[config.mk]
export PLATFORM = sky130hd
export DESIGN_NAME = ssp_top
export DESIGN_NICKNAME = d
export VERILOG_FILES = /design/src/include/ssp_pkg.sv /design/src/design/ssp_top.sv
export VERILOG_INCLUDE_DIRS = /design/src /design/src/include
export SDC_FILE = /design/constraint.sdc
export NUM_CORES = 1
export LEC_CHECK = 0
export BUFFER_PORTS_ARGS = -buffer_cell sky130_fd_sc_hd__buf_2
export CELL_PAD_IN_SITES_DETAIL_PLACEMENT = 1
export CELL_PAD_IN_SITES_GLOBAL_PLACEMENT = 2
export CORE_MARGIN = 4
export CORE_UTILIZATION = 31
export CTS_BUF_LIST = sky130_fd_sc_hd__clkbuf_4 sky130_fd_sc_hd__clkbuf_8
export DETAILED_ROUTE_END_ITERATION = 8
export GPL_TIMING_DRIVEN = 1
export PLACE_DENSITY = 0.64
export RECOVER_POWER = 50
export SLEW_MARGIN = 20
export SYNTH_ARGS = -nofsm -noshare
export SYNTH_HDL_FRONTEND = slang
export SYNTH_SLANG_ARGS = --single-unit
[constraint.sdc]
create_clock -name clk -period 3.42 [get_ports clk]
set_input_delay 0.513 -clock clk [delete_from_list [all_inputs] [get_ports clk]]
set_output_delay 0.513 -clock clk [all_outputs]
set_load 0.03 [all_outputs]
[src/include/ssp_regs.svh]
`ifndef SSP_REGS_SVH
`define SSP_REGS_SVH
// ----------------------------------------
// sizes, general call address and reset values
// ----------------------------------------
`define SSP_WORD_BITS      8
`define SSP_FIFO_DEPTH     8
`define SSP_GCALL_ADDR     8'h00
`define SSP_BUF_RESET      8'h00
`define SSP_ADDR_RESET     8'h00
// master clock: half period in system cycles per rate code
`define SSP_HALF_DIV4      4'h2
`define SSP_HALF_DIV16     4'h8
`define SSP_HALF_DIV64     6'h20
`define SSP_DIV_W          6
`endif

[src/include/ssp_pkg.sv]
package ssp_pkg;
   // spi and i2c configuration
   typedef struct packed {
      logic       enable;
      logic       i2c_mode;
      logic       master;
      logic       clk_idle_high;
      logic       sample_end;
      logic       out_on_active;
      logic [1:0] clk_rate;
      logic       use_select;
      logic       general_call_enable;
      logic       ten_bit;
   } ssp_cfg_t;
   // status toward software
   typedef struct packed {
      logic buffer_full_flag;
      logic port_interrupt_flag;
      logic write_collision_flag;
      logic update_address_flag;
      logic start_seen;
      logic stop_seen;
      logic gcall_hit;
      logic busy;
   } ssp_stat_t;
   typedef enum logic [3:0] {
      SSP_IDLE  = 4'b0001,
      SSP_SHIFT = 4'b0010,
      SSP_ACK   = 4'b0100,
      SSP_DONE  = 4'b1000
   } ssp_state_t;
endpackage

[src/design/ssp_top.sv]
// How it works
// eight bits shift out and in together
// four clock modes, role, rate, select
// master drives clock, slave samples it
// most significant bit goes first
// full word copies to buffer, flags set
// next word starts before buffer read
// busy write dropped, collision flag set
// software alone clears collision flag
// general call is all zero byte
// general call only when enabled
// after start compare seven address bits
// buffer-full at eighth, flag at ack
// software reads buffer for address source
// ten-bit mode raises update-address flag
// general call skips second address byte
// start/stop bits clear on disable
// master takes bus only when free
// master drives scl and sda itself
// master events raise interrupt flag
// master write starts a transfer
`timescale 1ns/1ps
`default_nettype none
`include "ssp_regs.svh"

module ssp_fifo #(
   parameter int WIDTH = 8,
   parameter int DEPTH = 8
) (
   // clock and reset
   input  wire logic             clk,
   input  wire logic             reset,
   // fill side
   input  wire logic             in_valid,
   output logic                  in_ready,
   input  wire logic [WIDTH-1:0] in_data,
   // drain side
   output logic                  out_valid,
   input  wire logic             out_ready,
   output logic      [WIDTH-1:0] out_data
);
   localparam int AW = $clog2(DEPTH);
   logic [WIDTH-1:0] mem_ff [DEPTH];
   logic [AW-1:0]    wr_ff;
   logic [AW-1:0]    rd_ff;
   logic [AW:0]      cnt_ff;
   logic             push;
   logic             pop;

   assign in_ready  = (cnt_ff != (AW+1)'(DEPTH));
   assign out_valid = (cnt_ff != '0);
   assign push      = in_valid && in_ready;
   assign pop       = out_valid && out_ready;
   assign out_data  = mem_ff[rd_ff];

   always_ff @(posedge clk) begin
      if (push) begin
         mem_ff[wr_ff] <= in_data;
      end
   end

   always_ff @(posedge clk or posedge reset) begin
      if (reset) begin
         wr_ff  <= '0;
         rd_ff  <= '0;
         cnt_ff <= '0;
      end else begin
         if (push) begin
            wr_ff <= (wr_ff == AW'(DEPTH-1)) ? '0 : wr_ff + 1'b1;
         end
         if (pop) begin
            rd_ff <= (rd_ff == AW'(DEPTH-1)) ? '0 : rd_ff + 1'b1;
         end
         cnt_ff <= cnt_ff + (AW+1)'(push) - (AW+1)'(pop);
      end
   end
endmodule

module ssp_top (
   // clock and reset
   input  wire logic             clk,
   input  wire logic             reset,
   // configuration
   input  wire ssp_pkg::ssp_cfg_t cfg,
   input  wire logic [7:0]       own_address_register,
   // software write to buffer register (through fifo)
   input  wire logic             tx_valid,
   output logic                  tx_ready,
   input  wire logic [7:0]       tx_data,
   // software read of buffer register
   input  wire logic             rd_strobe,
   output logic [7:0]            buffer_register,
   // software flag clears
   input  wire logic             clr_interrupt,
   input  wire logic             clr_collision,
   input  wire logic             clr_update_address,
   // i2c master commands
   input  wire logic             start_req,
   input  wire logic             stop_req,
   output logic                  bus_granted,
   // status
   output ssp_pkg::ssp_stat_t    status,
   // spi pins
   input  wire logic             sck_in,
   output logic                  sck_out,
   output logic                  sck_oe,
   input  wire logic             select_n_in,
   input  wire logic             serial_in_pin,
   output logic                  serial_out_pin,
   // i2c pins (open drain)
   input  wire logic             scl_in,
   output logic                  scl_oe,
   input  wire logic             sda_in,
   output logic                  sda_oe
);
   // ----------------------------------------
   // pin synchronisers
   // ----------------------------------------
   logic [2:0] sck_s_ff, ss_s_ff, sdi_s_ff, scl_s_ff, sda_s_ff;
   logic sck_q_ff, ss_q_ff, sdi_q_ff, scl_q_ff, sda_q_ff;

   always_ff @(posedge clk or posedge reset) begin
      if (reset) begin
         sck_s_ff <= 3'h0;
         ss_s_ff  <= 3'h7;
         sdi_s_ff <= 3'h0;
         scl_s_ff <= 3'h7;
         sda_s_ff <= 3'h7;
      end else begin
         sck_s_ff <= {sck_s_ff[1:0], sck_in};
         ss_s_ff  <= {ss_s_ff[1:0], select_n_in};
         sdi_s_ff <= {sdi_s_ff[1:0], serial_in_pin};
         scl_s_ff <= {scl_s_ff[1:0], scl_in};
         sda_s_ff <= {sda_s_ff[1:0], sda_in};
      end
   end

   // a change counts only once stages two and three agree
   always_ff @(posedge clk or posedge reset) begin
      if (reset) begin
         sck_q_ff <= 1'b0;
         ss_q_ff  <= 1'b1;
         sdi_q_ff <= 1'b0;
         scl_q_ff <= 1'b1;
         sda_q_ff <= 1'b1;
      end else begin
         if (sck_s_ff[2] == sck_s_ff[1]) sck_q_ff <= sck_s_ff[2];
         if (ss_s_ff[2] == ss_s_ff[1]) ss_q_ff <= ss_s_ff[2];
         if (sdi_s_ff[2] == sdi_s_ff[1]) sdi_q_ff <= sdi_s_ff[2];
         if (scl_s_ff[2] == scl_s_ff[1]) scl_q_ff <= scl_s_ff[2];
         if (sda_s_ff[2] == sda_s_ff[1]) sda_q_ff <= sda_s_ff[2];
      end
   end

   // ----------------------------------------
   // spi clock generation and edges
   // ----------------------------------------
   logic [`SSP_DIV_W-1:0] div_ff;
   logic [`SSP_DIV_W-1:0] half;
   logic       mclk_ff;
   logic       sck_prev_ff;
   logic       spi_mode, spi_master;
   logic       cur_sck, lead_edge, trail_edge, sel_ok;
   ssp_pkg::ssp_state_t state_ff;
   logic [7:0] shift_register_ff;
   logic [3:0] bit_cnt_ff;
   logic       out_ff;

   assign spi_mode   = cfg.enable && !cfg.i2c_mode;
   assign spi_master = spi_mode && cfg.master;
   always_comb begin
      case (cfg.clk_rate)
         2'h0:    half = `SSP_DIV_W'(`SSP_HALF_DIV4);
         2'h1:    half = `SSP_DIV_W'(`SSP_HALF_DIV16);
         default: half = `SSP_HALF_DIV64;
      endcase
   end

   always_ff @(posedge clk or posedge reset) begin
      if (reset) begin
         div_ff  <= '0;
         mclk_ff <= 1'b0;
      end else if (spi_master && state_ff == ssp_pkg::SSP_SHIFT) begin
         if (div_ff == half - 1'b1) begin
            div_ff  <= '0;
            mclk_ff <= !mclk_ff;
         end else begin
            div_ff <= div_ff + 1'b1;
         end
      end else begin
         div_ff  <= '0;
         mclk_ff <= 1'b0;
      end
   end

   // clock polarity applied on the active level, idle stays at polarity
   assign cur_sck = cfg.master ? mclk_ff : (sck_q_ff ^ cfg.clk_idle_high);
   always_ff @(posedge clk or posedge reset) begin
      if (reset) sck_prev_ff <= 1'b0;
      else       sck_prev_ff <= cur_sck;
   end
   assign lead_edge  = cur_sck && !sck_prev_ff;
   assign trail_edge = !cur_sck && sck_prev_ff;
   assign sel_ok     = cfg.master || !cfg.use_select || !ss_q_ff;

   // ----------------------------------------
   // shift engine
   // ----------------------------------------
   logic       busy, load_word, sample_edge, shift_edge, word_done;
   logic [7:0] fifo_data;
   logic       fifo_valid;
   logic       fifo_pop;

   assign busy        = (state_ff != ssp_pkg::SSP_IDLE);
   // sample on leading edge unless exactly one of out-on-active and sample-end turns it round
   assign sample_edge = (cfg.out_on_active ^ cfg.sample_end) ? trail_edge : lead_edge;
   // output edge follows out_on_active alone; sample_end only moves the sampling point
   assign shift_edge  = cfg.out_on_active ? lead_edge : trail_edge;
   assign load_word   = spi_mode && !busy && fifo_valid && (cfg.master || sel_ok);
   assign fifo_pop    = load_word;
   assign word_done   = state_ff == ssp_pkg::SSP_SHIFT && sample_edge && sel_ok
                        && bit_cnt_ff == 4'h7;
   ssp_fifo #(.WIDTH(`SSP_WORD_BITS), .DEPTH(`SSP_FIFO_DEPTH)) u_fifo (
      .clk       (clk),
      .reset     (reset),
      .in_valid  (tx_valid && !busy),
      .in_ready  (tx_ready),
      .in_data   (tx_data),
      .out_valid (fifo_valid),
      .out_ready (fifo_pop),
      .out_data  (fifo_data)
   );

   always_ff @(posedge clk or posedge reset) begin
      if (reset) begin
         state_ff          <= ssp_pkg::SSP_IDLE;
         shift_register_ff <= `SSP_BUF_RESET;
         bit_cnt_ff        <= 4'h0;
         out_ff            <= 1'b0;
      end else if (!spi_mode) begin
         state_ff   <= ssp_pkg::SSP_IDLE;
         bit_cnt_ff <= 4'h0;
      end else begin
         case (state_ff)
            ssp_pkg::SSP_IDLE: begin
               if (load_word) begin
                  shift_register_ff <= fifo_data;
                  out_ff            <= fifo_data[7];
                  bit_cnt_ff        <= 4'h0;
                  state_ff          <= ssp_pkg::SSP_SHIFT;
               end
            end
            ssp_pkg::SSP_SHIFT: begin
               if (sample_edge && sel_ok) begin
                  shift_register_ff <= {shift_register_ff[6:0], sdi_q_ff};
                  bit_cnt_ff        <= bit_cnt_ff + 4'h1;
                  if (word_done) state_ff <= ssp_pkg::SSP_DONE;
               end
               // sampling on the same edge moves the shifter now: take the next bit
               if (shift_edge && sel_ok) begin
                  out_ff <= sample_edge ? shift_register_ff[6] : shift_register_ff[7];
               end
            end
            ssp_pkg::SSP_DONE: state_ff <= ssp_pkg::SSP_IDLE;
            default:           state_ff <= ssp_pkg::SSP_IDLE;
         endcase
      end
   end

   // ----------------------------------------
   // i2c start/stop, address match
   // ----------------------------------------
   logic scl_prev_ff, sda_prev_ff, start_ev, stop_ev;
   logic start_seen_ff, stop_seen_ff;
   logic [7:0] i2c_sr_ff;
   logic [3:0] i2c_cnt_ff;
   logic       addr_phase_ff, gcall_ff, ack_hold_ff, gc_match, own_match;
   logic       i2c_on, ack_fall, scl_fall, ack_drive_ff, m_sda_ff, m_scl_ff;

   assign i2c_on   = cfg.enable && cfg.i2c_mode;
   assign start_ev = i2c_on && scl_q_ff && sda_prev_ff && !sda_q_ff;
   assign stop_ev  = i2c_on && scl_q_ff && !sda_prev_ff && sda_q_ff;
   assign gc_match = cfg.general_call_enable && i2c_sr_ff == `SSP_GCALL_ADDR;
   assign own_match = i2c_sr_ff[7:1] == own_address_register[7:1];
   assign scl_fall  = scl_prev_ff && !scl_q_ff;
   // ack is held from the fall after bit eight to the fall ending the ack clock
   assign ack_fall  = ack_hold_ff && ack_drive_ff && scl_fall;

   always_ff @(posedge clk or posedge reset) begin
      if (reset) begin
         scl_prev_ff <= 1'b1;
         sda_prev_ff <= 1'b1;
      end else begin
         scl_prev_ff <= scl_q_ff;
         sda_prev_ff <= sda_q_ff;
      end
   end

   always_ff @(posedge clk or posedge reset) begin
      if (reset) begin
         start_seen_ff <= 1'b0;
         stop_seen_ff  <= 1'b0;
      end else if (!cfg.enable) begin
         start_seen_ff <= 1'b0;
         stop_seen_ff  <= 1'b0;
      end else if (start_ev) begin
         start_seen_ff <= 1'b1;
         stop_seen_ff  <= 1'b0;
      end else if (stop_ev) begin
         start_seen_ff <= 1'b0;
         stop_seen_ff  <= 1'b1;
      end
   end

   always_ff @(posedge clk or posedge reset) begin
      if (reset) begin
         i2c_sr_ff     <= 8'h00;
         i2c_cnt_ff    <= 4'h0;
         addr_phase_ff <= 1'b0;
         gcall_ff      <= 1'b0;
         ack_hold_ff   <= 1'b0;
         ack_drive_ff  <= 1'b0;
      end else if (!i2c_on || start_ev) begin
         i2c_cnt_ff    <= 4'h0;
         addr_phase_ff <= start_ev;
         gcall_ff      <= 1'b0;
         ack_hold_ff   <= 1'b0;
         ack_drive_ff  <= 1'b0;
      end else begin
         if (scl_q_ff && !scl_prev_ff && i2c_cnt_ff < 4'h8) begin
            i2c_sr_ff  <= {i2c_sr_ff[6:0], sda_q_ff};
            i2c_cnt_ff <= i2c_cnt_ff + 4'h1;
         end
         if (i2c_cnt_ff == 4'h8 && !ack_hold_ff) begin
            ack_hold_ff <= addr_phase_ff ? (gc_match || own_match) : 1'b1;
            gcall_ff    <= addr_phase_ff && gc_match;
            if (!(addr_phase_ff && !(gc_match || own_match))) i2c_cnt_ff <= 4'h9;
            else                                              i2c_cnt_ff <= 4'hF;
         end
         if (ack_hold_ff && !ack_drive_ff && scl_fall) ack_drive_ff <= 1'b1;
         if (ack_fall) begin
            ack_hold_ff   <= 1'b0;
            ack_drive_ff  <= 1'b0;
            i2c_cnt_ff    <= 4'h0;
            // general call ends the address phase even in ten-bit mode
            addr_phase_ff <= addr_phase_ff && cfg.ten_bit && !gcall_ff && !i2c_sr_ff[0]
                             && i2c_sr_ff[7:3] == 5'h1E;
         end
      end
   end
   // stalled count 4'h9 waits for ack; 4'hF ignores the rest of the frame
   assign sda_oe = ack_drive_ff || m_sda_ff;
   assign scl_oe = m_scl_ff;

   // ----------------------------------------
   // i2c master bus control
   // ----------------------------------------
   assign bus_granted = stop_seen_ff || (!start_seen_ff && !stop_seen_ff);
   always_ff @(posedge clk or posedge reset) begin
      if (reset) begin
         m_sda_ff <= 1'b0;
         m_scl_ff <= 1'b0;
      end else if (!(i2c_on && cfg.master)) begin
         m_sda_ff <= 1'b0;
         m_scl_ff <= 1'b0;
      end else if (start_req && bus_granted) begin
         m_sda_ff <= 1'b1;
         // scl follows one cycle later so the start is seen with scl high
         m_scl_ff <= m_sda_ff;
      end else if (stop_req) begin
         m_sda_ff <= 1'b0;
         m_scl_ff <= 1'b0;
      end
   end

   // ----------------------------------------
   // buffer and flags
   // ----------------------------------------
   logic [7:0] buf_ff;
   logic bf_ff, pif_ff, write_collision_flag_ff, ua_ff, gch_ff, i2c_byte, set_pif, set_ua;

   assign i2c_byte = i2c_on && i2c_cnt_ff == 4'h8 && !ack_hold_ff
                     && !(addr_phase_ff && !(gc_match || own_match));
   assign set_ua   = ack_fall && addr_phase_ff && cfg.ten_bit && !gcall_ff;
   assign set_pif  = (state_ff == ssp_pkg::SSP_DONE)
                     || ack_fall
                     || (cfg.master && (start_ev || stop_ev));

   always_ff @(posedge clk or posedge reset) begin
      if (reset) begin
         buf_ff  <= `SSP_BUF_RESET;
         bf_ff   <= 1'b0;
         pif_ff  <= 1'b0;
         write_collision_flag_ff <= 1'b0;
         ua_ff   <= 1'b0;
         gch_ff  <= 1'b0;
      end else begin
         // double buffering: new word lands here while shifter restarts
         if (state_ff == ssp_pkg::SSP_DONE) buf_ff <= shift_register_ff;
         else if (i2c_byte)                buf_ff <= i2c_sr_ff;
         if (state_ff == ssp_pkg::SSP_DONE || i2c_byte) bf_ff <= 1'b1;
         else if (rd_strobe)                             bf_ff <= 1'b0;
         if (set_pif)            pif_ff <= 1'b1;
         else if (clr_interrupt) pif_ff <= 1'b0;
         // collision only clears on software request
         if (busy && tx_valid)   write_collision_flag_ff <= 1'b1;
         else if (clr_collision) write_collision_flag_ff <= 1'b0;
         if (set_ua)                  ua_ff <= 1'b1;
         else if (clr_update_address) ua_ff <= 1'b0;
         if (ack_fall && addr_phase_ff) gch_ff <= gcall_ff;
      end
   end

   assign buffer_register = buf_ff;
   assign sck_oe          = spi_master;
   assign sck_out         = mclk_ff ^ cfg.clk_idle_high;
   assign serial_out_pin  = out_ff;
   assign status = '{buffer_full_flag: bf_ff, port_interrupt_flag: pif_ff,
                     write_collision_flag: write_collision_flag_ff, update_address_flag: ua_ff,
                     start_seen: start_seen_ff, stop_seen: stop_seen_ff,
                     gcall_hit: gch_ff, busy: busy};

   // ----------------------------------------
   // checks
   // ----------------------------------------
   a_word_to_buf: assert property (@(posedge clk) disable iff (reset)
      state_ff == ssp_pkg::SSP_DONE |=> bf_ff && pif_ff && buf_ff == $past(shift_register_ff))
      else $error("word not moved to buffer");
   a_busy_write_drop: assert property (@(posedge clk) disable iff (reset)
      busy && tx_valid |=> write_collision_flag_ff && $stable(u_fifo.cnt_ff))
      else $error("busy write not flagged");
   a_write_collision_flag_sticky: assert property (@(posedge clk) disable iff (reset)
      write_collision_flag_ff && !clr_collision |=> write_collision_flag_ff)
      else $error("collision flag cleared by hardware");
   a_stop_clear: assert property (@(posedge clk) disable iff (reset)
      !cfg.enable |=> !start_seen_ff && !stop_seen_ff)
      else $error("start/stop kept while disabled");
   a_grant_free: assert property (@(posedge clk) disable iff (reset)
      $rose(m_sda_ff) |-> $past(bus_granted))
      else $error("master took a busy bus");
   a_ua_gcall: assert property (@(posedge clk) disable iff (reset)
      ack_fall && gcall_ff |=> !ua_ff || $past(ua_ff))
      else $error("update address set on general call");
   a_sck_idle: assert property (@(posedge clk) disable iff (reset)
      state_ff != ssp_pkg::SSP_SHIFT |=> sck_out == cfg.clk_idle_high)
      else $error("clock left idle level outside a word");
   a_ack_pif: assert property (@(posedge clk) disable iff (reset)
      ack_fall |=> pif_ff)
      else $error("no interrupt at ack");
endmodule

`default_nettype wire

==> results of run 1 <==
==> per-stage QoR <==
stage | setup WS [ns] | std cells
2_1_floorplan | 0.625 | 485
3_3_place_gp | 0.581 | 816
3_5_place_dp | 0.445 | 816
4_1_cts | 0.429 | 848
5_1_grt | 0.146 | 848
6_report | 0.495 | 848
==> layer usage <==
layer	up-vias	global-route usage (%)	share of wire (%)
met3	11	3.03	3.3
li1	1912	-	-
met5	-	0	0
met2	54	22.0	52
met4	0	3.88	1.1
met1	2096	15.5	44
==> final cells by class <==
| type | instances | area (um2) |
|---|---|---|
| clock buffers | 20 | 269 |
| clock inverters | 12 | 163 |
| fillers | 2250 | 13400 |
| inverters | 20 | 76.3 |
| multi-input cells | 293 | 2380 |
| flip-flops and latches | 153 | 4170 |
| well taps | 275 | 344 |
| repair buffers | 75 | 395 |
==> cells in the final DEF (no fill, tap or decap), types with 2 or more instances in the layout <==
| master | n |
|---|---|
| sky130_fd_sc_hd__dfrtp_1 | 74 |
| sky130_fd_sc_hd__edfxtp_1 | 64 |
| sky130_fd_sc_hd__buf_2 | 54 |
| sky130_fd_sc_hd__nor2_1 | 37 |
| sky130_fd_sc_hd__mux2_2 | 36 |
| sky130_fd_sc_hd__nand2_1 | 26 |
| sky130_fd_sc_hd__a21oi_1 | 24 |
| sky130_fd_sc_hd__inv_1 | 19 |
| sky130_fd_sc_hd__clkbuf_8 | 19 |
| sky130_fd_sc_hd__mux4_2 | 16 |
| sky130_fd_sc_hd__ha_1 | 16 |
| sky130_fd_sc_hd__xnor2_1 | 14 |
| sky130_fd_sc_hd__nand3_1 | 14 |
| sky130_fd_sc_hd__buf_4 | 12 |
| sky130_fd_sc_hd__dfstp_2 | 11 |
| sky130_fd_sc_hd__xor2_1 | 10 |
| sky130_fd_sc_hd__nand2b_1 | 9 |
| sky130_fd_sc_hd__mux2i_1 | 8 |
| sky130_fd_sc_hd__nor3_1 | 8 |
| sky130_fd_sc_hd__clkbuf_1 | 8 |
| sky130_fd_sc_hd__o21ai_0 | 6 |
| sky130_fd_sc_hd__o211ai_1 | 6 |
| sky130_fd_sc_hd__maj3_1 | 5 |
| sky130_fd_sc_hd__nor2b_1 | 4 |
| sky130_fd_sc_hd__nand3b_1 | 4 |
| sky130_fd_sc_hd__dfstp_1 | 4 |
| sky130_fd_sc_hd__and2_1 | 3 |
| sky130_fd_sc_hd__or2_2 | 3 |
| sky130_fd_sc_hd__a31oi_1 | 3 |
| sky130_fd_sc_hd__or3_1 | 3 |
| sky130_fd_sc_hd__a21o_1 | 3 |
| sky130_fd_sc_hd__clkinvlp_4 | 3 |
| sky130_fd_sc_hd__inv_6 | 3 |
| sky130_fd_sc_hd__bufinv_16 | 3 |
| sky130_fd_sc_hd__nor3b_1 | 2 |
| sky130_fd_sc_hd__a211oi_1 | 2 |
| sky130_fd_sc_hd__nand4_1 | 2 |
| sky130_fd_sc_hd__nor4_1 | 2 |
| sky130_fd_sc_hd__or4b_1 | 2 |
| sky130_fd_sc_hd__clkinv_4 | 2 |
==> power groups by stage <==
stage | combinational (mW) | clock [mW] | sequential [mW]
after floorplan | 0.897 | 0 | 2.36
after detailed placement | 1.14 | 0 | 2.50
after CTS | 1.15 | 1.53 | 2.47
after global routing | 1.26 | 1.62 | 2.49
after global placement | 1.10 | 0 | 2.48
final | 1.11 | 1.48 | 2.45
==> state kept, by name, summed over array words and instances (netlist names), 3 cells and up <==
signal / count
sdi_s_ff: 3
i2c_sr_ff: 8
u_fifo.cnt_ff: 4
u_fifo.rd_ff: 3
sck_s_ff: 3
shift_register_ff: 8
i2c_cnt_ff: 4
scl_s_ff: 3
sda_s_ff: 3
bit_cnt_ff: 4
ss_s_ff: 3
u_fifo.wr_ff: 3
buffer_register: 8
div_ff: 6
u_fifo.mem_ff: 64
state_ff: 3
==> worst reg2reg max path, stage by stage, from the launching register on <==
cell and delay (ns):
sky130_fd_sc_hd__dfstp_2 0.56, sky130_fd_sc_hd__nor3b_1 0.30, sky130_fd_sc_hd__inv_1 0.14, sky130_fd_sc_hd__a21oi_1 0.35
sky130_fd_sc_hd__nand2_1 0.24, sky130_fd_sc_hd__inv_1 0.20, sky130_fd_sc_hd__ha_1 0.25, sky130_fd_sc_hd__inv_1 0.06
sky130_fd_sc_hd__ha_1 0.16, sky130_fd_sc_hd__inv_1 0.06, sky130_fd_sc_hd__fa_1 0.48, sky130_fd_sc_hd__inv_1 0.04
==> worst min path at each step <==
| stage | to | cells after the start |
|---|---|---|
| 6_report | ss_s_ff[0] | 1 |
| 5_1_grt | ss_s_ff[0] | 1 |
| 4_1_cts | ss_s_ff[0] | 1 |
| 3_5_place_dp | sck_s_ff[1] | 0 |
| 3_3_place_gp | sdi_s_ff[1] | 0 |
| 2_1_floorplan | sck_s_ff[1] | 0 |
==> kinds of logic after synthesis <==
logic type               Yosys count  share of synthesized area, %
flip-flops                       153                          62.0
AND/OR/NAND/NOR                  130                          9.94
adder cells (fa/ha/maj)           22                          4.02
multiplexers                      60                          12.6
buffers and inverters             39                          2.68
XOR/XNOR                          26                          3.70
AO/OA/AOI/OAI                     55                          5.06
==> impl_table.tex, run 1 <==
\begin{tabular}{lr}
\hline
Metric & Value \\
\hline
\multicolumn{2}{l}{\textbf{Outcome}} \\
Run status & complete, but fails checks \\
Violations in the final reports & max-capacitance violations, max-slew violations \\
\multicolumn{2}{l}{\textbf{Setup path}} \\
R2r worst-path depth & 11 \\
Worst Setup End Kind & flip-flop \\
Crit path launch & state\_ff[0] \\
Number of buffer and inverter stages on the critical path & 5 \\
Most prevalent standard cell on the critical path & sky130\_fd\_sc\_hd\_\_inv\_1 \\
Max FO, Critical Path & 6 \\
Nature of the critical path startpoint & flip-flop \\
Slowest library cell on the worst path & sky130\_fd\_sc\_hd\_\_dfstp\_2 \\
Arrival time at the worst endpoint & 3.27 ns \\
Crit path to & u\_fifo.cnt\_ff[1] \\
Classification of the worst setup path & reg2reg \\
Launching point of the worst reg2reg path & state\_ff[0] \\
Stage delay of the slowest cell on the critical path & 0.56 ns \\
Critical R2R Capture & u\_fifo.cnt\_ff[1] \\
Endpoint required time on the critical path & 3.77 ns \\
Critical path cell sequence & nor3b\_1 -> inv\_1 -> a21oi\_1 -> nand2\_1 -> inv\_1 -> ha\_1 -> inv\_1 -> ha\_1 -> inv\_1 -> fa\_1 -> inv\_1 \\
Worst R2R Setup Slack & 0.49 ns \\
Critical Path Stages & 11 \\
CP top delay family & adder cells \\
\multicolumn{2}{l}{\textbf{Timing}} \\
Final critical-path required period & 2.93 ns \\
Post-route worst hold slack & 0.165 ns \\
Portion of the clock cycle consumed by the worst path in the final layout & 85.5\% \\
Final number of hold-violating endpoints & 0 \\
Headroom to the max-slew limit & -60.9\% \\
Final sum of negative setup slack & 0 ns \\
Number of pins with negative max-slew slack in the final report & 52 \\
Final number of setup-violating endpoints & 0 \\
Worst clock skew & 0.0127 ns \\
Actual transition at the worst max-transition pin & 2.40 ns \\
Peak clock frequency supported by timing & 342 MHz \\
Unrepaired setup endpoints after global routing & false \\
\multicolumn{2}{l}{\textbf{Power and ir drop}} \\
P\_int & 3.53 mW \\
Static Leakage & 3.17 nW \\
Overall power after layout & 5.04 mW \\
Proportion of power drawn by flip-flops and latches & 48.7\% \\
Switching power & 1.51 mW \\
Clock group share of total power & 29.3\% \\
Share of total power consumed by net switching & 30.0\% \\
Fraction of power consumed by combinational cells & 22.0\% \\
P per Cell Area & 647 nW/um2 \\
Maximum ir drop on the vdd rail & 0.000311 V \\
\multicolumn{2}{l}{\textbf{GRT}} \\
Vias in the first global route & 4503 \\
Maximum number of pins on one net before global-route repair & 52 \\
Sum of overflow across all layers after global routing & 0 \\
Wire length of the first global-routing pass & 23500 um \\
Antenna violations before repair & 0 \\
Total routing resource utilization after global routing & 12.6\% \\
\multicolumn{2}{l}{\textbf{Yosys}} \\
Most frequently used cell type in the post-synthesis netlist & sky130\_fd\_sc\_hd\_\_dfrtp\_1 \\
Area fraction of the dominant cell type after synthesis & 28.6\% \\
Part of the Yosys area used for sequential elements & 62.0\% \\
Yosys warns & 0 \\
Count of state elements after synthesis & 153 \\
Post-synth EDFFs & 64 \\
Most instantiated cells after synthesis & 74 x sky130\_fd\_sc\_hd\_\_dfrtp\_1, 64 x sky130\_fd\_sc\_hd\_\_edfxtp\_1, 37 x sky130\_fd\_sc\_hd\_\_nor2\_1 \\
Distinct cell type count of the synthesized netlist & 59 \\
Dominant cells by area after synthesis & sky130\_fd\_sc\_hd\_\_edfxtp\_1 29\%, sky130\_fd\_sc\_hd\_\_dfrtp\_1 28\%, sky130\_fd\_sc\_hd\_\_mux2\_2 6.0\% \\
Cell type contributing the most total cell area after synthesis & sky130\_fd\_sc\_hd\_\_edfxtp\_1 \\
Total nets after synthesis & 543 \\
Post-synthesis average cell area & 13.9 um2 \\
Cell area after technology mapping & 6720 um2 \\
Most used DFF post-synth & sky130\_fd\_sc\_hd\_\_dfrtp\_1 \\
Ys async rst share & 58.2\% \\
Cell count after synthesis & 485 \\
\multicolumn{2}{l}{\textbf{Clocking}} \\
Clock buffer count from CTS & 17 \\
Number of buffers between clock root and the deepest sink & 2 \\
Level count of the clock H-tree & 4 \\
Source-to-sink clock delay at the later pin of the worst-skew pair & 0.44 ns \\
Number of clock sinks & 153 \\
Clock tree from TritonCTS & built \\
Register clock-pin slew on the reported worst setup and hold paths & 0.08 ns \\
CTS resizes & 0 \\
Post-CTS setup repair buffer count & 0 \\
Root Driver & sky130\_fd\_sc\_hd\_\_clkbuf\_8 \\
Count of hold-fix buffers inserted at cts & 0 \\
\multicolumn{2}{l}{\textbf{Die}} \\
Core outline area & 21200 um2 \\
Initial core utilization & 31.8\% \\
Number of core rows & 53 \\
Die area & 24100 um2 \\
Die width & 155 um \\
Die H & 155 um \\
\# IOs & 64 \\
\multicolumn{2}{l}{\textbf{Place}} \\
Placed Instance Area & 7390 um2 \\
Buffers on Ports & 62 \\
Placed wire-length estimate & 10300 um \\
Final Wtd Congestion & 0.733 \\
\multicolumn{2}{l}{\textbf{Drt}} \\
Via count & 4073 \\
First-pass iteration count of the detailed router & 6 \\
Final routed DRC violation total & 0 \\
Routed length per placed instance & 17.1 um \\
Antenna-violating nets left & 0 \\
DRC violation total after the first TritonRoute iteration & 166 \\
Total wire length after detailed routing & 14500 um \\
Number of vias per cell & 4.80 \\
\multicolumn{2}{l}{\textbf{Run}} \\
Max\_cap viols & 1 \\
\multicolumn{2}{l}{\textbf{Layout}} \\
Post-layout util & 36.8\% \\
Share of cells above drive strength 1 & 29.7\% \\
Finished Cell Area & 7790 um2 \\
Count of nets after finishing & 618 \\
Post-synthesis to final-layout area growth & 16.0\% \\
Antenna cells & 0 \\
\multicolumn{2}{l}{\textbf{Worst hold path}} \\
Worst min-delay path startpoint & select\_n\_in \\
Classification of the worst-slack hold path & in2reg \\
\hline
\end{tabular}
No activity file was read; power rests on OpenSTA's default activity.
==> run 2, diff against run 1 <==
--- a/config.mk
+++ b/config.mk
@@ -15,5 +15,5 @@
 export DETAILED_ROUTE_END_ITERATION = 8
 export GPL_TIMING_DRIVEN = 1
-export PLACE_DENSITY = 0.64
+export PLACE_DENSITY = 0.66
 export RECOVER_POWER = 50
 export SLEW_MARGIN = 20
==> constraint.sdc (replaced) <==
create_clock -name clk -period 2.39 [get_ports clk]
set_input_delay 0.3585 -clock clk [delete_from_list [all_inputs] [get_ports clk]]
set_output_delay 0.3585 -clock clk [all_outputs]
set_load 0.01 [all_outputs]
==> run 2 against run 1 <==
The flow now finishes without violations. Clock skew is 0.0024 ns lower. Combinational power is 55% higher. Design area is 1.7% higher. Final cell count is 2.2% higher. Flip-flop and latch count stayed put. Sequential share of layout area is 0.91 points lower. Global-route usage is 0.052 points higher. Critical path depth stayed put. Non-clock buffer count is 19 higher. Critical path type unchanged. Critical endpoint unchanged. Highest routed layer unchanged.
==> impl_table.tex, run 2 (synthesis gave the netlist of run 1 again) <==
\begin{tabular}{lr}
\hline
Metric & Value \\
\hline
\multicolumn{2}{l}{\textbf{Outcome}} \\
Run status & finished, final reports clean (was complete, but fails checks) \\
\multicolumn{2}{l}{\textbf{Layout}} \\
Antenna cells & 0 (unchanged) \\
Most frequent cells in the layout & 74 x sky130\_fd\_sc\_hd\_\_dfrtp\_1, 64 x sky130\_fd\_sc\_hd\_\_edfxtp\_1, 52 x sky130\_fd\_sc\_hd\_\_buf\_2 (was 74 x sky130\_fd\_sc\_hd\_\_dfrtp\_1, 64 x sky130\_fd\_sc\_hd\_\_edfxtp\_1, 54 x sky130\_fd\_sc\_hd\_\_buf\_2) \\
Register containing the most flip-flops in the final layout & u\_fifo.mem\_ff (unchanged) \\
Post-synthesis to final-layout area growth & 18.0\% (was 16.0\%) \\
Number of flip-flops in the largest register & 64 (unchanged) \\
Count of nets after finishing & 637 (was 618) \\
Number of fill cells & 2284 (was 2250) \\
Post-route non-filler standard cell count & 867 (was 848) \\
Share of cells above drive strength 1 & 30.6\% (was 29.7\%) \\
Leading cell type in the layout, fill and taps excluded & sky130\_fd\_sc\_hd\_\_dfrtp\_1 (unchanged) \\
\multicolumn{2}{l}{\textbf{Drt}} \\
Via count & 4165 (was 4073) \\
Total wire length after detailed routing & 14400 um (was 14500 um) \\
First-pass iteration count of the detailed router & 4 (was 6) \\
Final routed DRC violation total & 0 (unchanged) \\
Routed length per placed instance & 16.6 um (was 17.1 um) \\
DRC violation total after the first TritonRoute iteration & 225 (was 166) \\
Number of vias per cell & 4.80 (about the same) \\
Antenna-violating nets left & 0 (unchanged) \\
\multicolumn{2}{l}{\textbf{Setup path}} \\
Launching point of the worst reg2reg path & state\_ff[0] (unchanged) \\
Nature of the critical path startpoint & flip-flop (unchanged) \\
Crit path launch & state\_ff[0] (unchanged) \\
Arrival time at the worst endpoint & 2.59 ns (was 3.27 ns) \\
Classification of the worst setup path & reg2reg (unchanged) \\
Endpoint required time on the critical path & 2.75 ns (was 3.77 ns) \\
Max FO, Critical Path & 3 (was 6) \\
Worst Setup End Kind & flip-flop (unchanged) \\
\multicolumn{2}{l}{\textbf{Die}} \\
Die area & 24100 um2 (unchanged) \\
Die width & 155 um (unchanged) \\
Initial core utilization & 31.8\% (unchanged) \\
\# IOs & 64 (unchanged) \\
Die H & 155 um (unchanged) \\
Number of core rows & 53 (unchanged) \\
Core outline area & 21200 um2 (unchanged) \\
\multicolumn{2}{l}{\textbf{Power and ir drop}} \\
Static Leakage & 3.23 nW (was 3.17 nW) \\
Fraction of power consumed by combinational cells & 24.6\% (was 22.0\%) \\
Clock group share of total power & 26.1\% (was 29.3\%) \\
P\_int & 4.76 mW (was 3.53 mW) \\
Proportion of power drawn by flip-flops and latches & 49.3\% (was 48.7\%) \\
Overall power after layout & 6.98 mW (was 5.04 mW) \\
Share of total power consumed by net switching & 31.7\% (was 30.0\%) \\
Switching power & 2.21 mW (was 1.51 mW) \\
P per Cell Area & 880 nW/um2 (was 647 nW/um2) \\
Maximum ir drop on the vdd rail & 0.000402 V (was 0.000311 V) \\
\multicolumn{2}{l}{\textbf{Timing}} \\
Final number of hold-violating endpoints & 0 (unchanged) \\
Final critical-path required period & 2.22 ns (was 2.93 ns) \\
Actual transition at the worst max-transition pin & 1.34 ns (was 2.40 ns) \\
Headroom to the max-slew limit & 10.2\% (was -60.9\%) \\
Peak clock frequency supported by timing & 450 MHz (was 342 MHz) \\
Portion of the clock cycle consumed by the worst path in the final layout & 93.1\% (was 85.5\%) \\
Unrepaired setup endpoints after global routing & false (unchanged) \\
Worst clock skew & 0.0103 ns (was 0.0127 ns) \\
Final sum of negative setup slack & 0 ns (unchanged) \\
Final number of setup-violating endpoints & 0 (unchanged) \\
Number of pins with negative max-slew slack in the final report & 0 (was 52) \\
\multicolumn{2}{l}{\textbf{Place}} \\
Placed wire-length estimate & 10300 um (about the same) \\
Buffers on Ports & 62 (unchanged) \\
Final Wtd Congestion & 0.752 (was 0.733) \\
Cell count after placement & 828 (was 816) \\
\multicolumn{2}{l}{\textbf{Clocking}} \\
Clock buffer count from CTS & 17 (unchanged) \\
Source-to-sink clock delay at the later pin of the worst-skew pair & 0.46 ns (was 0.44 ns) \\
Number of clock sinks & 153 (unchanged) \\
Register clock-pin slew on the reported worst setup and hold paths & 0.09 ns (was 0.08 ns) \\
Level count of the clock H-tree & 4 (unchanged) \\
Root Driver & sky130\_fd\_sc\_hd\_\_clkbuf\_8 (unchanged) \\
Clock tree from TritonCTS & built (unchanged) \\
Number of buffers between clock root and the deepest sink & 2 (unchanged) \\
\multicolumn{2}{l}{\textbf{Worst hold path}} \\
Classification of the worst-slack hold path & in2reg (unchanged) \\
Worst min-delay path startpoint & clr\_collision (was select\_n\_in) \\
\multicolumn{2}{l}{\textbf{Run}} \\
Max\_cap viols & 0 (was 1) \\
\multicolumn{2}{l}{\textbf{GRT}} \\
Total routing resource utilization after global routing & 12.7\% (was 12.6\%) \\
Antenna violations before repair & 0 (unchanged) \\
Vias in the first global route & 4598 (was 4503) \\
Wire length of the first global-routing pass & 23800 um (was 23500 um) \\
Sum of overflow across all layers after global routing & 0 (unchanged) \\
Maximum number of pins on one net before global-route repair & 44 (was 52) \\
\hline
\end{tabular}
[run 2: cell count changes in the layout (fill, tap and decap cells not counted), sizes merged]
cell / delta
clkbuf: -2
clkinv: +3
bufinv: -3
inv: +3
dlygate4sd3: +6
buf: +12
[run 2: per-layer routing]
layer | up-vias | share of wire, % | global-route usage (%)
li1 | 1949 | - | -
met1 | 2141 | 44 | 15.9
met2 | 60 | 51 | 21.4
met3 | 15 | 3.6 | 3.23
met4 | 0 | 1.3 | 4.13
met5 | - | 0 | 0
[run 2: layout make-up]
class | instances | area, um2 | share of cell area [%]
Clock inverter | 15 | 135 | 1.70
Tap cell | 275 | 344 | 4.34
Sequential cell | 153 | 4170 | 52.6
Clock buffer | 17 | 234 | 2.95
Timing Repair Buffer | 94 | 578 | 7.29
Multi-Input combinational cell | 293 | 2390 | 30.2
Inverter | 20 | 76.3 | 0.963
[run 2: path summary, 6_finish.rpt]
check                                     endpoint  slack (ns)  depth (start not counted)
hold reg to reg                        sck_s_ff[1]        0.36                          0
hold / removal             write_collision_flag_ff        0.07                          2
setup / recovery                  u_fifo.cnt_ff[1]        0.17                         11
max in group asynchronous                  ss_q_ff        0.75                          4
setup reg to reg                  u_fifo.cnt_ff[1]        0.17                         11
min in group asynchronous            start_seen_ff        0.74                          3
[run 2: power groups by stage]
stage	registers (mW)	clock network (mW)	logic (mW)
5_1_grt	3.50	2.05	1.95
3_3_place_gp	3.48	0	1.67
6_report	3.44	1.82	1.72
3_5_place_dp	3.51	0	1.74
2_1_floorplan	3.36	0	1.26
4_1_cts	3.45	1.91	1.76
[run 2: timing repair]
| action | CTS | global route |
|---|---|---|
| resized for setup | 0 | 3 |
| endpoints found under the setup margin | 0 | 3 |
| hold buffers | 6 | 0 |
| hold endpoints to repair | 28 | 0 |
| setup buffers | 0 | 1 |
[run 2: worst max-delay path, cell delays in order (launching register included)]
cell,delay [ns]
sky130_fd_sc_hd__dfstp_2,0.55
sky130_fd_sc_hd__nor3b_4,0.21
sky130_fd_sc_hd__inv_2,0.07
sky130_fd_sc_hd__a21oi_4,0.13
sky130_fd_sc_hd__nand2_1,0.09
sky130_fd_sc_hd__inv_1,0.08
sky130_fd_sc_hd__ha_1,0.23
sky130_fd_sc_hd__inv_1,0.06
sky130_fd_sc_hd__ha_1,0.15
sky130_fd_sc_hd__inv_1,0.05
sky130_fd_sc_hd__fa_1,0.47
sky130_fd_sc_hd__inv_1,0.04
[run 2: stage by stage]
stage	utilization [%]	hold WS [ns]	cell area, um2	setup WS (ns)
floorplan	-	0.331	6730	0.0713
global placement	35.5	0.336	7500	0.0906
detailed placement	35.5	0.339	7500	0.0695
CTS	37.5	0.0367	7930	0.0953
global route	37.5	0.0352	7930	0.00399
finish	37.5	0.0745	7930	0.165
==> run 3, diff against run 2 <==
Settings changed: PLACE_DENSITY 0.66 to 0.64.
Clock period 2.39 ns to 2.3 ns, I/O delays scaled along.
==> run 3 against run 2 <==
Core utilization rose by 0.35 points. Via count fell by 0.22%. Wire length rose by 2.4%. Setup slack got worse by 0.045 ns. Clock power rose by 10%. Global-route usage rose by 0.14 points. Largest cell class unchanged. Flip-flop and latch count did not move. Sequential share of layout area fell by 0.49 points.
==> impl_table.tex, run 3 (synthesis gave the netlist of run 1 again) <==
\begin{tabular}{lr}
\hline
Metric & Value \\
\hline
\multicolumn{2}{l}{\textbf{Clocking}} \\
Root Driver & sky130\_fd\_sc\_hd\_\_clkbuf\_8 (unchanged) \\
Clock buffer count from CTS & 17 (unchanged) \\
Register clock-pin slew on the reported worst setup and hold paths & 0.09 ns (about the same) \\
Level count of the clock H-tree & 4 (unchanged) \\
Number of buffers between clock root and the deepest sink & 2 (unchanged) \\
Clock tree from TritonCTS & built (unchanged) \\
Number of clock sinks & 153 (unchanged) \\
Source-to-sink clock delay at the later pin of the worst-skew pair & 0.45 ns (was 0.46 ns) \\
\multicolumn{2}{l}{\textbf{Outcome}} \\
Run status & finished, final reports clean (unchanged) \\
\multicolumn{2}{l}{\textbf{Setup path}} \\
Classification of the worst setup path & reg2reg (unchanged) \\
Critical R2R Capture & u\_fifo.cnt\_ff[1] (unchanged) \\
Arrival time at the worst endpoint & 2.52 ns (was 2.59 ns) \\
R2r worst-path depth & 11 (unchanged) \\
Endpoint required time on the critical path & 2.64 ns (was 2.75 ns) \\
Nature of the critical path startpoint & flip-flop (unchanged) \\
Worst R2R Setup Slack & 0.12 ns (was 0.17 ns) \\
Launching point of the worst reg2reg path & state\_ff[0] (unchanged) \\
Max FO, Critical Path & 2 (was 3) \\
Worst Setup End Kind & flip-flop (unchanged) \\
\multicolumn{2}{l}{\textbf{Timing}} \\
Peak clock frequency supported by timing & 459 MHz (was 450 MHz) \\
Worst clock skew & 0.0148 ns (was 0.0103 ns) \\
Number of pins with negative max-slew slack in the final report & 0 (unchanged) \\
Portion of the clock cycle consumed by the worst path in the final layout & 94.7\% (was 93.1\%) \\
Final number of setup-violating endpoints & 0 (unchanged) \\
Headroom to the max-slew limit & 44.4\% (was 10.2\%) \\
Post-route worst hold slack & 0.0688 ns (was 0.0745 ns) \\
Final number of hold-violating endpoints & 0 (unchanged) \\
Actual transition at the worst max-transition pin & 0.830 ns (was 1.34 ns) \\
Unrepaired setup endpoints after global routing & false (unchanged) \\
Final critical-path required period & 2.18 ns (was 2.22 ns) \\
\multicolumn{2}{l}{\textbf{Drt}} \\
Routed length per placed instance & 16.9 um (was 16.6 um) \\
First-pass iteration count of the detailed router & 4 (unchanged) \\
Antenna-violating nets left & 0 (unchanged) \\
Number of vias per cell & 4.77 (was 4.80) \\
Total wire length after detailed routing & 14700 um (was 14400 um) \\
Final routed DRC violation total & 0 (unchanged) \\
Via count & 4156 (was 4165) \\
DRC violation total after the first TritonRoute iteration & 159 (was 225) \\
\multicolumn{2}{l}{\textbf{Layout}} \\
Leading cell type in the layout, fill and taps excluded & sky130\_fd\_sc\_hd\_\_dfrtp\_1 (unchanged) \\
Most frequent cells in the layout & 74 x sky130\_fd\_sc\_hd\_\_dfrtp\_1, 64 x sky130\_fd\_sc\_hd\_\_edfxtp\_1, 53 x sky130\_fd\_sc\_hd\_\_buf\_2 (was 74 x sky130\_fd\_sc\_hd\_\_dfrtp\_1, 64 x sky130\_fd\_sc\_hd\_\_edfxtp\_1, 52 x sky130\_fd\_sc\_hd\_\_buf\_2) \\
Share of cells above drive strength 1 & 32.7\% (was 30.6\%) \\
Post-synthesis to final-layout area growth & 19.1\% (was 18.0\%) \\
Number of flip-flops in the largest register & 64 (unchanged) \\
Register containing the most flip-flops in the final layout & u\_fifo.mem\_ff (unchanged) \\
Count of nets after finishing & 643 (was 637) \\
Antenna cells & 0 (unchanged) \\
Post-route non-filler standard cell count & 872 (was 867) \\
\multicolumn{2}{l}{\textbf{Run}} \\
Max\_cap viols & 0 (unchanged) \\
\multicolumn{2}{l}{\textbf{Die}} \\
Die width & 155 um (unchanged) \\
Die area & 24100 um2 (unchanged) \\
Initial core utilization & 31.8\% (unchanged) \\
Number of core rows & 53 (unchanged) \\
\# IOs & 64 (unchanged) \\
Die H & 155 um (unchanged) \\
Core outline area & 21200 um2 (unchanged) \\
\multicolumn{2}{l}{\textbf{GRT}} \\
Total routing resource utilization after global routing & 12.8\% (was 12.7\%) \\
Wire length of the first global-routing pass & 24400 um (was 23800 um) \\
Sum of overflow across all layers after global routing & 0 (unchanged) \\
Vias in the first global route & 4660 (was 4598) \\
Antenna violations before repair & 0 (unchanged) \\
Maximum number of pins on one net before global-route repair & 59 (was 44) \\
\multicolumn{2}{l}{\textbf{Worst hold path}} \\
Hold-critical path depth & 2 (unchanged) \\
Classification of the worst-slack hold path & in2reg (unchanged) \\
Worst min-delay path startpoint & clr\_update\_address (was clr\_collision) \\
Endpoint, Worst Hold & ua\_ff (was write\_collision\_flag\_ff) \\
\multicolumn{2}{l}{\textbf{Place}} \\
Cell count after placement & 831 (was 828) \\
Placed wire-length estimate & 10400 um (was 10300 um) \\
Final Wtd Congestion & 0.739 (was 0.752) \\
Buffers on Ports & 62 (unchanged) \\
\multicolumn{2}{l}{\textbf{Power and ir drop}} \\
Maximum ir drop on the vdd rail & 0.000380 V (was 0.000402 V) \\
Static Leakage & 3.25 nW (was 3.23 nW) \\
P per Cell Area & 932 nW/um2 (was 880 nW/um2) \\
\hline
\end{tabular}
[run 3: how the worst max path moves through the flow]
| stage | startpoint | to | depth (start not counted) |
|---|---|---|---|
| 4_1_cts | state_ff[0] | u_fifo.cnt_ff[1] | 11 |
| 3_5_place_dp | cfg[4] | div_ff[2] | 8 |
| 6_report | state_ff[0] | u_fifo.cnt_ff[1] | 11 |
| 3_3_place_gp | cfg[4] | div_ff[5] | 8 |
| 2_1_floorplan | state_ff[0] | u_fifo.cnt_ff[2] | 11 |
| 5_1_grt | state_ff[0] | u_fifo.cnt_ff[1] | 11 |
[run 3: metal layers]
| layer | GRT usage, % | routed length [um] |
|---|---|---|
| met3 | 3.00 | 503 |
| met1 | 15.9 | 6410 |
| met2 | 22.4 | 7660 |
| met5 | 0 | 0 |
| met4 | 3.50 | 161 |
[run 3: what timing repair did]
action / 4_1_cts / 5_1_grt
buffers inserted: 2 / 2
pin swaps: 0 / 3
setup endpoints to repair: 2 / 3
endpoints found under the hold margin: 18 / 0
resized for setup: 4 / 8
hold buffers: 6 / 0
[run 3: layout make-up]
class	instances	area, um2
Fill cell	2251	13200
Inverter	20	78.8
Multi-Input combinational cell	293	2420
Clock inverter	13	144
Clock buffer	18	241
Timing Repair Buffer	100	608
Tap cell	275	344
Sequential cell	153	4170
[run 3: worst max-delay path, stage by stage (launching register included)]
cell                      delay [ns]
sky130_fd_sc_hd__dfstp_2        0.54
sky130_fd_sc_hd__nor3b_4        0.21
sky130_fd_sc_hd__inv_2          0.06
sky130_fd_sc_hd__a21oi_2        0.14
sky130_fd_sc_hd__nand2_2        0.08
sky130_fd_sc_hd__inv_2          0.08
sky130_fd_sc_hd__ha_4           0.20
sky130_fd_sc_hd__inv_4          0.05
sky130_fd_sc_hd__ha_4           0.13
sky130_fd_sc_hd__inv_2          0.04
sky130_fd_sc_hd__fa_2           0.51
sky130_fd_sc_hd__inv_1          0.04
[run 3: stage by stage]
step	area, um2	TNS, ns	setup slack (ns)	util (%)	total power, mW
4_1_cts	8000	0	0.0190	37.8	7.56
3_5_place_dp	7530	-0.533	-0.102	35.6	5.47
6_report	8000	0	0.121	37.8	7.46
5_1_grt	8000	0	0.000443	37.8	7.96
2_1_floorplan	6740	0	0.00764	-	4.81
3_3_place_gp	7530	-0.0506	-0.0147	35.6	5.36
[run 3: where the power goes]
group | internal [mW] | leakage [nW] | total [mW] | switching (mW)
Clock | 0.979 | 0.186 | 2.01 | 1.03
Combinational | 0.968 | 1.37 | 1.88 | 0.912
Sequential | 3.25 | 1.70 | 3.57 | 0.320
Total | 5.20 | 3.25 | 7.46 | 2.27
